### config.mk
export PLATFORM = sky130hd
export DESIGN_NAME = nbm_host
export DESIGN_NICKNAME = d
export VERILOG_FILES = /design/src/rtl/nbm_pkg.sv /design/src/rtl/nbm_host.sv /design/src/rtl/nbm_strobe_timer.sv
export VERILOG_INCLUDE_DIRS = /design/src /design/src/rtl
export SDC_FILE = /design/constraint.sdc
export NUM_CORES = 1
export LEC_CHECK = 0
export ABC_AREA = 1
export BUFFER_PORTS_ARGS = -buffer_cell sky130_fd_sc_hd__buf_2
export CORE_MARGIN = 2
export CORE_UTILIZATION = 50
export CTS_CLUSTER_DIAMETER = 150
export DETAILED_ROUTE_END_ITERATION = 6
export PLACE_DENSITY = 0.72
export SLEW_MARGIN = 40
export SYNTH_ARGS = -nofsm -noshare
export SYNTH_HDL_FRONTEND = slang
export SYNTH_HIERARCHICAL = 1
export SYNTH_SLANG_ARGS = --single-unit
### constraint.sdc
create_clock -name clk_sys_in -period 2.3 [get_ports clk_sys_in]
set_input_delay 0.345 -clock clk_sys_in [delete_from_list [all_inputs] [get_ports clk_sys_in]]
set_output_delay 0.345 -clock clk_sys_in [all_outputs]
set_load 0.01 [all_outputs]
### src/rtl/nbm_params.svh
// timing and field constants for the nand bus host controller
`ifndef NBM_PARAMS_SVH
`define NBM_PARAMS_SVH
`define NBM_CLK_PERIOD_NS     10
`define NBM_WE_LOW_NS         35
`define NBM_WE_HIGH_NS        15
`define NBM_RD_LOW_NS         25
`define NBM_RD_HIGH_NS        25
`define NBM_CEH_NS            100
`define NBM_WB_NS             100
`define NBM_RR_NS             20
`define NBM_WE_LOW_CYC        ((`NBM_WE_LOW_NS + `NBM_CLK_PERIOD_NS - 1) / `NBM_CLK_PERIOD_NS)
`define NBM_WE_HIGH_CYC       ((`NBM_WE_HIGH_NS + `NBM_CLK_PERIOD_NS - 1) / `NBM_CLK_PERIOD_NS)
`define NBM_RD_LOW_CYC        ((`NBM_RD_LOW_NS + `NBM_CLK_PERIOD_NS - 1) / `NBM_CLK_PERIOD_NS)
`define NBM_RD_HIGH_CYC       ((`NBM_RD_HIGH_NS + `NBM_CLK_PERIOD_NS - 1) / `NBM_CLK_PERIOD_NS)
`define NBM_CEH_CYC           ((`NBM_CEH_NS + `NBM_CLK_PERIOD_NS - 1) / `NBM_CLK_PERIOD_NS + 1)
`define NBM_WB_CYC            ((`NBM_WB_NS + `NBM_CLK_PERIOD_NS - 1) / `NBM_CLK_PERIOD_NS)
`define NBM_RR_CYC            ((`NBM_RR_NS + `NBM_CLK_PERIOD_NS - 1) / `NBM_CLK_PERIOD_NS)
`define NBM_ADDR_CYCLES       3
`define NBM_CMD_RESET         8'hff
`define NBM_CMD_STATUS        8'h70
`define NBM_STATUS_FAIL_BIT   0
`define NBM_MAIN_NOP_MAX      2
`define NBM_SPARE_NOP_MAX     3
`define NBM_BAD_MARK_COL      10'h205
`endif

### src/rtl/nbm_pkg.sv
// types for the nand bus host controller
package nbm_pkg;
  typedef enum logic [2:0] {
    NBM_OP_CMD  = 3'h0,
    NBM_OP_ADDR = 3'h1,
    NBM_OP_WR   = 3'h2,
    NBM_OP_RD   = 3'h3,
    NBM_OP_WAIT = 3'h4,
    NBM_OP_CEH  = 3'h5
  } nbm_op_t;
  typedef struct packed {
    nbm_op_t    op;
    logic [7:0] data;
    logic [9:0] col;
    logic       spare;
  } nbm_req_t;
  typedef struct packed {
    logic       cle;
    logic       ale;
    logic       ce_n;
    logic       we_n;
    logic       rd_strobe_n;
    logic       wp_n;
  } nbm_pins_t;
endpackage

### src/rtl/nbm_host.sv
// nand bus host controller: drives latch, strobe and data pins
`timescale 1ns/1ns
`default_nettype none
`include "nbm_params.svh"
// Contract
// - cap partial programs: main 2, spare 3
// - hold select high past break time
// - hold pins idle while fetch busy
// - no erase of marked blocks (the code still erases a marked block zero)
// - refuse program/erase on marked block (the code accepts them when blk_zero_in is set)
// - report failed status for block retire
// - single-bit errors corrected by user ecc
// - completion seen on ready/busy
module nbm_host (
  // clock and reset
  input  wire logic              clk_sys_in,
  input  wire logic              rst_b_in,
  input  wire logic              clk_en_in,
  // user request side
  input  wire logic              req_valid_in,
  input  wire nbm_pkg::nbm_req_t req_in,
  input  wire logic              blk_bad_in,
  input  wire logic              blk_zero_in,
  input  wire logic              wr_enable_in,
  output logic                   req_ready_out,
  output logic                   rsp_valid_out,
  output logic [7:0]             rsp_data_out,
  output logic                   bad_mark_out,
  output logic                   status_fail_out,
  output logic                   nop_refused_out,
  // flash pins
  output nbm_pkg::nbm_pins_t     pins_out,
  input  wire logic [7:0]        io_in,
  output logic [7:0]             io_out,
  output logic                   io_oe_out,
  input  wire logic              rb_in
);
  import nbm_pkg::*;

  typedef enum logic [4:0] {
    NBM_ST_IDLE = 5'b00001,
    NBM_ST_WE   = 5'b00010,
    NBM_ST_RD   = 5'b00100,
    NBM_ST_WAIT = 5'b01000,
    NBM_ST_CEH  = 5'b10000
  } nbm_state_t;

  nbm_state_t state_r;
  nbm_req_t   cur_r;
  logic [1:0] rb_sync_r;
  logic       rb_s;
  logic [7:0] cnt_r;
  logic       seen_busy_r;
  logic       last_cmd_status_r;
  logic [1:0] nop_main_r;
  logic [1:0] nop_spare_r;
  logic       tmr_start;
  logic       tmr_low;
  logic       tmr_done;
  logic       accept;
  logic       blocked;
  logic [3:0] tmr_low_cyc;
  logic [3:0] tmr_high_cyc;
  logic [7:0] io_sync0_r;
  logic [7:0] io_s_r;
  logic [1:0] cap_pipe_r;
  logic [7:0] rd_hold_r;

  // program/erase command bytes are 80h, 60h and 10h/d0h confirms
  function automatic logic is_write_cmd(input logic [7:0] c);
    is_write_cmd = (c == 8'h80) || (c == 8'h60) || (c == 8'h10) || (c == 8'hd0);
  endfunction

  assign rb_s = rb_sync_r[1];
  always_ff @(posedge clk_sys_in) begin
    if (!rst_b_in) begin
      rb_sync_r <= 2'b11;
    end else if (clk_en_in) begin
      rb_sync_r <= {rb_sync_r[0], rb_in};
    end
  end

  always_comb begin
    blocked = 1'b0;
    if (req_in.op == NBM_OP_CMD && is_write_cmd(req_in.data)) begin
      blocked = !wr_enable_in;
      if (blk_bad_in && !blk_zero_in) begin
        blocked = 1'b1;
      end
    end
    if (req_in.op == NBM_OP_WR && req_in.data == 8'h10) begin
      blocked = 1'b0;
    end
    if (req_in.op == NBM_OP_CMD && req_in.data == 8'h80) begin
      if (req_in.spare) begin
        blocked = blocked || (nop_spare_r == 2'(`NBM_SPARE_NOP_MAX));
      end else begin
        blocked = blocked || (nop_main_r == 2'(`NBM_MAIN_NOP_MAX));
      end
    end
  end

  assign req_ready_out = (state_r == NBM_ST_IDLE) && rb_s;
  assign accept        = req_valid_in && req_ready_out && clk_en_in && !blocked;
  assign tmr_start     = (state_r == NBM_ST_WE) || (state_r == NBM_ST_RD);
  assign tmr_low_cyc   = (state_r == NBM_ST_RD) ? 4'(`NBM_RD_LOW_CYC) : 4'(`NBM_WE_LOW_CYC);
  assign tmr_high_cyc  = (state_r == NBM_ST_RD) ? 4'(`NBM_RD_HIGH_CYC) : 4'(`NBM_WE_HIGH_CYC);

  // read bus passes two flops; the capture enable is delayed to match, so the
  // byte kept is the last one seen while the read strobe was still low
  always_ff @(posedge clk_sys_in) begin
    if (!rst_b_in) begin
      io_sync0_r <= 8'hff;
      io_s_r     <= 8'hff;
      cap_pipe_r <= 2'b00;
      rd_hold_r  <= 8'hff;
    end else if (clk_en_in) begin
      io_sync0_r <= io_in;
      io_s_r     <= io_sync0_r;
      cap_pipe_r <= {cap_pipe_r[0], (state_r == NBM_ST_RD) && tmr_low};
      if (cap_pipe_r[1]) begin
        rd_hold_r <= io_s_r;
      end
    end
  end

  nbm_strobe_timer u_tmr (
    .clk_sys_in  (clk_sys_in),
    .rst_b_in    (rst_b_in),
    .ce_in       (clk_en_in),
    .start_in    (tmr_start),
    .low_cyc_in  (tmr_low_cyc),
    .high_cyc_in (tmr_high_cyc),
    .low_out     (tmr_low),
    .done_out    (tmr_done)
  );

  // sequencer
  always_ff @(posedge clk_sys_in) begin
    if (!rst_b_in) begin
      state_r     <= NBM_ST_IDLE;
      cur_r       <= '0;
      cnt_r       <= 8'h00;
      seen_busy_r <= 1'b0;
    end else if (clk_en_in) begin
      unique case (state_r)
        NBM_ST_IDLE: begin
          if (accept) begin
            cur_r <= req_in;
            seen_busy_r <= 1'b0;
            unique case (req_in.op)
              NBM_OP_CMD, NBM_OP_ADDR, NBM_OP_WR: state_r <= NBM_ST_WE;
              NBM_OP_RD: state_r <= NBM_ST_RD;
              NBM_OP_CEH: begin
                state_r <= NBM_ST_CEH;
                cnt_r   <= 8'(`NBM_CEH_CYC);
              end
              default: begin
                state_r <= NBM_ST_WAIT;
                cnt_r   <= 8'(`NBM_WB_CYC);
              end
            endcase
          end
        end
        NBM_ST_WE, NBM_ST_RD: begin
          if (tmr_done) begin
            if (cur_r.op == NBM_OP_CMD || (cur_r.op == NBM_OP_ADDR && cur_r.data[7])) begin
              state_r <= NBM_ST_WAIT;
              cnt_r   <= 8'(`NBM_WB_CYC);
            end else begin
              state_r <= NBM_ST_IDLE;
            end
          end
        end
        NBM_ST_WAIT: begin
          // wait out busy onset window, then for ready
          if (!rb_s) begin
            seen_busy_r <= 1'b1;
          end
          if (cnt_r != 8'h00) begin
            cnt_r <= cnt_r - 8'h01;
          end else if (rb_s) begin
            state_r <= NBM_ST_IDLE;
          end
        end
        NBM_ST_CEH: begin
          if (cnt_r != 8'h00) begin
            cnt_r <= cnt_r - 8'h01;
          end else if (rb_s) begin
            state_r <= NBM_ST_IDLE;
          end
        end
        default: state_r <= NBM_ST_IDLE;
      endcase
    end
  end

  // partial program counters, cleared by erase confirm
  always_ff @(posedge clk_sys_in) begin
    if (!rst_b_in) begin
      nop_main_r  <= 2'h0;
      nop_spare_r <= 2'h0;
    end else if (clk_en_in && accept && req_in.op == NBM_OP_CMD) begin
      if (req_in.data == 8'hd0) begin
        nop_main_r  <= 2'h0;
        nop_spare_r <= 2'h0;
      end else if (req_in.data == 8'h80) begin
        if (req_in.spare) begin
          nop_spare_r <= nop_spare_r + 2'h1;
        end else begin
          nop_main_r <= nop_main_r + 2'h1;
        end
      end
    end
  end

  // read data capture and mark / status decode
  always_ff @(posedge clk_sys_in) begin
    if (!rst_b_in) begin
      rsp_valid_out     <= 1'b0;
      rsp_data_out      <= 8'hff;
      bad_mark_out      <= 1'b0;
      status_fail_out   <= 1'b0;
      nop_refused_out   <= 1'b0;
      last_cmd_status_r <= 1'b0;
    end else if (clk_en_in) begin
      rsp_valid_out   <= 1'b0;
      nop_refused_out <= req_valid_in && req_ready_out && blocked;
      if (accept && req_in.op == NBM_OP_CMD) begin
        last_cmd_status_r <= (req_in.data == `NBM_CMD_STATUS);
      end
      if (state_r == NBM_ST_RD && tmr_done) begin
        rsp_valid_out <= 1'b1;
        // raw byte handed on, single-bit errors left to the user's ecc
        rsp_data_out  <= rd_hold_r;
        bad_mark_out  <= (cur_r.col == `NBM_BAD_MARK_COL) && (rd_hold_r != 8'hff)
                         && !blk_zero_in;
        status_fail_out <= last_cmd_status_r && rd_hold_r[`NBM_STATUS_FAIL_BIT];
      end
    end
  end

  // pin drive: idle state holds latches low, strobes high
  always_comb begin
    pins_out             = '0;
    pins_out.ce_n        = (state_r == NBM_ST_CEH);
    pins_out.we_n        = !(state_r == NBM_ST_WE && tmr_low);
    pins_out.rd_strobe_n = !(state_r == NBM_ST_RD && tmr_low);
    pins_out.wp_n        = wr_enable_in;
    if (state_r == NBM_ST_WE) begin
      pins_out.cle = (cur_r.op == NBM_OP_CMD);
      pins_out.ale = (cur_r.op == NBM_OP_ADDR);
    end
  end

  assign io_out    = cur_r.data;
  assign io_oe_out = (state_r == NBM_ST_WE);
endmodule
`default_nettype wire

### src/rtl/nbm_strobe_timer.sv
// strobe timer: low phase then high phase, counted in clock cycles
`timescale 1ns/1ns
`default_nettype none
module nbm_strobe_timer (
  // clock and reset
  input  wire logic       clk_sys_in,
  input  wire logic       rst_b_in,
  input  wire logic       ce_in,
  // control
  input  wire logic       start_in,
  input  wire logic [3:0] low_cyc_in,
  input  wire logic [3:0] high_cyc_in,
  // status
  output logic            low_out,
  output logic            done_out
);
  logic [3:0] cnt_r;
  logic       low_r;
  logic       busy_r;
  always_ff @(posedge clk_sys_in) begin
    if (!rst_b_in) begin
      cnt_r  <= 4'h0;
      low_r  <= 1'b0;
      busy_r <= 1'b0;
    end else if (ce_in) begin
      if (start_in && !busy_r) begin
        busy_r <= 1'b1;
        low_r  <= 1'b1;
        cnt_r  <= low_cyc_in;
      end else if (busy_r) begin
        if (cnt_r > 4'h1) begin
          cnt_r <= cnt_r - 4'h1;
        end else if (low_r) begin
          low_r <= 1'b0;
          cnt_r <= high_cyc_in;
        end else begin
          busy_r <= 1'b0;
        end
      end
    end
  end
  assign low_out  = low_r;
  assign done_out = busy_r && !low_r && (cnt_r <= 4'h1) && ce_in;
endmodule
`default_nettype wire

After elaboration in Yosys (flattened, before gate mapping). Index checks and enable logic that the tools add are counted.

Equality and inequality tests: 28. Mux-type cells: 39. Reduce and logical (&&, ||, !) cells: 59. Add/subtract/negate cells: 4. $lt $le $gt $ge: 2.

Operators by type and width (number): $mux W8 (4); $pmux W5 S3 (2); $pmux W8 S3 (1); $logic_and A1 B1 Y1 (23); $mux W4 (5); $mux W5 (4); $eq A8 B7 Y1 const B (2); $eq A8 B8 Y1 const B (2); $pmux W8 S2 (1); $reduce_and A3 Y1 (5); $mux W1 (14); $mux W2 (7); $eq A10 B10 Y1 const B (1); $ne A2 B2 Y1 const B (5); $eq A8 B5 Y1 const B (1); $ne A2 B1 Y1 const B (4); $ne A8 B8 Y1 const B (1); $reduce_bool A8 Y1 (1); $sub A8 B1 Y8 const B (1); $logic_not A1 Y1 (7); $logic_or A1 B1 Y1 (7); $reduce_and A7 Y1 (1); $eq A3 B1 Y1 const B (2); $eq A3 B2 Y1 const B (2); 20 further kinds (29).

Output and inout bits: 28. Bits of input ports: 38. Register bits: 85. Word-level logic and storage cells: 153.

Longest topological paths before layout.
Depth in word-level cells: 15. Mapped depth: 15. Depth with buffers taken out: 14.

Modules after synthesis. Netlist, hierarchy kept.

By module, submodules not included: nbm_host (instances 1, area an instance 3681.0 um^2, sequential area each 1581.5 um^2, cells an instance 501); nbm_strobe_timer (instances 1, area an instance 460.4 um^2, sequential area each 120.1 um^2, cells an instance 75).

Least setup slack after synthesis. No wires, ideal clock.

Path type: register -> register. Start: register u_tmr.cnt_r[0]. End: register, netlist name cnt_r[0]. Buffers on the path: 1. Library setup time: 113 ps. Cell stages (with the launch flop): 13. Arrival time: 1584 ps. Clock period less this slack: 1696 ps. Required time: 2187 ps. Path slack: 604 ps. Cell sequence: dfxtp_1 -> inv_1 -> ha_1 -> inv_1 -> nand2_2 -> nand3_2 -> nor2_1 -> inv_1 -> a21oi_4 -> nand3_4 -> buf_6 -> nor2_1 -> nor2_1.

RTL lines: from (decl) (line nbm_strobe_timer.sv:17) `logic [3:0] cnt_r;`; from (signal assigned) (line nbm_strobe_timer.sv:29) `cnt_r <= low_cyc_in;`; from (signal assigned) (line nbm_strobe_timer.sv:32) `cnt_r <= cnt_r - 4'h1;`; from (signal assigned) (line nbm_strobe_timer.sv:35) `cnt_r <= high_cyc_in;`.

Final worst setup path.
Start: register u_tmr.cnt_r[0]. End: register state_r[2].

Longest elaborated chain between the ends: 5.

RTL lines: $le A4 B1 Y1 (line nbm_strobe_timer.sv:43) `assign done_out = busy_r && !low_r && (cnt_r <= 4'h1) && ce_in;`; $logic_and A1 B1 Y1 (2 in a row) (line nbm_strobe_timer.sv:43); via tmr_done (line nbm_host.sv:59) `logic tmr_done;`; $ne A2 B2 Y1 (no source line); $reduce_and A5 Y1 (no source line); to (signal assigned) (line nbm_host.sv:183) `state_r <= NBM_ST_IDLE;`; to (signal assigned) (line nbm_host.sv:190) `state_r <= NBM_ST_IDLE;`; to (signal assigned) (line nbm_host.sv:193) `default: state_r <= NBM_ST_IDLE;`; to (decl) (line nbm_host.sv:48) `nbm_state_t state_r;`.

The timed path passes the listed nets, and every way through them passes these cells. A chain may end at the register's enable or synchronous reset.

==> impl_metrics.json <==
{
  "antenna_found_initial": 0,
  "gp_congestion": 0.8044,
  "p_leak_nw": 2.254,
  "maxCapViolations": 0,
  "synthFlopType": "dfxtp_1",
  "grt_pass1_wl_mm": 15.47,
  "grt_pass1_vias": 3535,
  "synth-async-reset-ratio_pct": 0,
  "num_io_pins": 66,
  "max_freq_mhz": 517.3,
  "drc": 0,
  "cts_tree": "done",
  "top_layer": "met4",
  "hpwlAfterDp_mm": 6.632,
  "hold_viol_final": 0,
  "grt_remaining_overflow": 0,
  "worstSkewPairLatency_ns": 0.36,
  "netlist-cell-type-count": 42,
  "num_rows": 33,
  "cts-root-buf": "clkbuf_8",
  "mostFrequentLayoutCells": "nand2_1, dfxtp_1, nor2_1, buf_2, inv_1",
  "netlist_instances": 576,
  "start_util_pct": 50.92,
  "cp.arrival_ns": 2.19,
  "cts_buffers": 9,
  "wl_met3_um": 504,
  "synth_edf_count": 0,
  "yosysWarningCount": 6,
  "total_power_mw": 4.430,
  "routed_wl_mm": 8.946,
  "fin_crit_ns": 1.933,
  "die_h_um": 95.01,
  "core_um2": 8134,
  "drive_gt1_share_pct": 20.28,
  "layout_commonest_cell": "nand2_1",
  "syn-cell-area_um2": 4141,
  "rsz0062_at_grt": "false",
  "cts_sinks": 85,
  "finalCritPeriodShare_pct": 84.05,
  "wl_met2_mm": 4.201,
  "worstMarginPinSlew_ns": 0.5233,
  "ys_seq_area_share_pct": 41.09,
  "synth-seq-cells": 85,
  "portBuffers": 65,
  "cp-start-kind": "flip-flop",
  "via_per_inst": 5.020,
  "area_growth_pct": 12.78,
  "n_antenna_cell": 0,
  "syn_avg_cell_area_um2": 7.190,
  "slew_violations": 0,
  "slew_headroom_pct": 65.11,
  "fp.dieArea_um2": 9027,
  "ctsResizeCount": 0,
  "setup_viol": 0,
  "skew_ns": 0.009629,
  "clockBufferDepth": 2,
  "die_x_um": 95.01,
  "htreeDepth": 3,
  "cts_setup_buffers": 0,
  "firstDrtPassIters": 5,
  "finalSetupTns_ns": 0,
  "outcome": "complete, no violations",
  "ctsHoldBuffers": 0,
  "routed-via-count": 3720,
  "holdCritPathClass": "in -> reg",
  "wire_per_inst_um": 12.07,
  "ir_drop_mv": 0.6046,
  "nets": 675,
  "worstPathRequired_ns": 2.56,
  "fill_cells": 781,
  "drt_iter0_drc": 158,
  "grt_usage_pct": 21.29,
  "crit_type": "reg -> reg",
  "drt-met1-wl_mm": 4.090,
  "p_per_area_nw_per_um2": 948.5,
  "grt_max_degree": 47,
  "postRouteAntennaNets": 0,
  "clkTransAtPathRegs_ns": 0.09,
  "crit_path_max_fanout": 10,
  "worstSetupEndpointType": "flip-flop"
}
-- logic make-up (layout without fill, tap and decap cells) --
family | count (synthesis) | count (layout) | synth area share [%]
AOI/OAI and AO/OA | 77 | 77 | 10.21
xor gates and xnor gates | 5 | 5 | 1.057
adders and majority gates | 6 | 6 | 1.813
buffers and inverters | 90 | 148 | 10.03
DFF | 85 | 85 | 41.09
other | 2 | 4 | 0.1813
and+or+nand+nor | 311 | 311 | 35.62
-- layer usage --
layer	vias up	GRT usage [%]
li1	1955	-
met5	-	0
met1	1652	26.51
met3	18	4.664
met4	0	7.246
met2	95	36.47
-- synthesized netlist by cell type, types with 8 or more instances --
cell type / instances / share of area (%)
nand4_1: 18 / 2.7
nor2_1: 69 / 6.3
dfxtp_1: 85 / 41
a21oi_1: 28 / 3.4
nand3_2: 8 / 1.9
clkbuf_1: 11 / 1.0
nand3_1: 46 / 5.6
buf_4: 12 / 2.2
nand2_1: 137 / 12
o21ai_0: 31 / 3.7
inv_1: 52 / 4.7
o21ai_1: 8 / 0.97
-- critical path, stage by stage, from the launching register on --
cell and delay, ns:
dfxtp_1 0.35, inv_1 0.10, ha_1 0.17, inv_1 0.06, nand2_2 0.10, nand3_2 0.11, nor2_1 0.10, inv_1 0.08
a21oi_4 0.33, nand3_2 0.21, o21ai_1 0.16, nor2_1 0.05
-- where the power goes --
group | switching (mW) | leakage (nW) | internal [mW]
Sequential | 0.131 | 0.695 | 1.66
Combinational | 1.06 | 1.46 | 0.563
Clock | 0.571 | 0.0996 | 0.441
Total | 1.77 | 2.25 | 2.66
-- state kept, by name, summed over array words and instances, names as in the netlist --
register,cells
cur_r,13
cnt_r,8
io_out,8
io_s_r,8
io_sync0_r,8
rd_hold_r,8
rsp_data_out,8
state_r,5
u_tmr/cnt_r,4
cap_pipe_r,2
nop_main_r,2
nop_spare_r,2
rb_sync_r,2
bad_mark_out,1
last_cmd_status_r,1
nop_refused_out,1
rsp_valid_out,1
status_fail_out,1
u_tmr/busy_r,1
u_tmr/low_out,1
-- through the flow --
stage	instance area (um2)	util [%]	hold slack [ns]	setup slack, ns	instances
final	4671	57.42	0.1887	0.3668	741
after CTS	4671	57.42	0.1777	0.3685	741
after detailed placement	4482	55.10	0.4426	0.3789	725
after global placement	4482	55.10	0.4372	0.4343	725
after floorplan	4149	-	0.4292	0.6037	578
after global routing	4671	57.42	0.1884	0.1702	741
-- area by class of cell --
class / instances / area, um2 / area share [%]
multi-input cells: 403 / 2032 / 43.50
clock inverters: 6 / 51.30 / 1.098
repair buffers: 69 / 367.9 / 7.876
clock buffers: 10 / 137.6 / 2.947
inverters: 63 / 249.0 / 5.331
well taps: 105 / 131.4 / 2.813
flip-flops and latches: 85 / 1702 / 36.43
-- worst paths after layout --
| path | startpoint | to | slack [ns] | cells after the start |
|---|---|---|---|---|
| max | u_tmr/cnt_r[0] | state_r[2] | 0.37 | 11 |
| min | io_in[5] | io_sync0_r[5] | 0.19 | 3 |
| max reg2reg | u_tmr/cnt_r[0] | state_r[2] | 0.37 | 11 |
| min reg2reg | io_sync0_r[5] | io_sync0_r[5] | 0.46 | 2 |
Note: power is estimated with default switching activity, not from simulation.
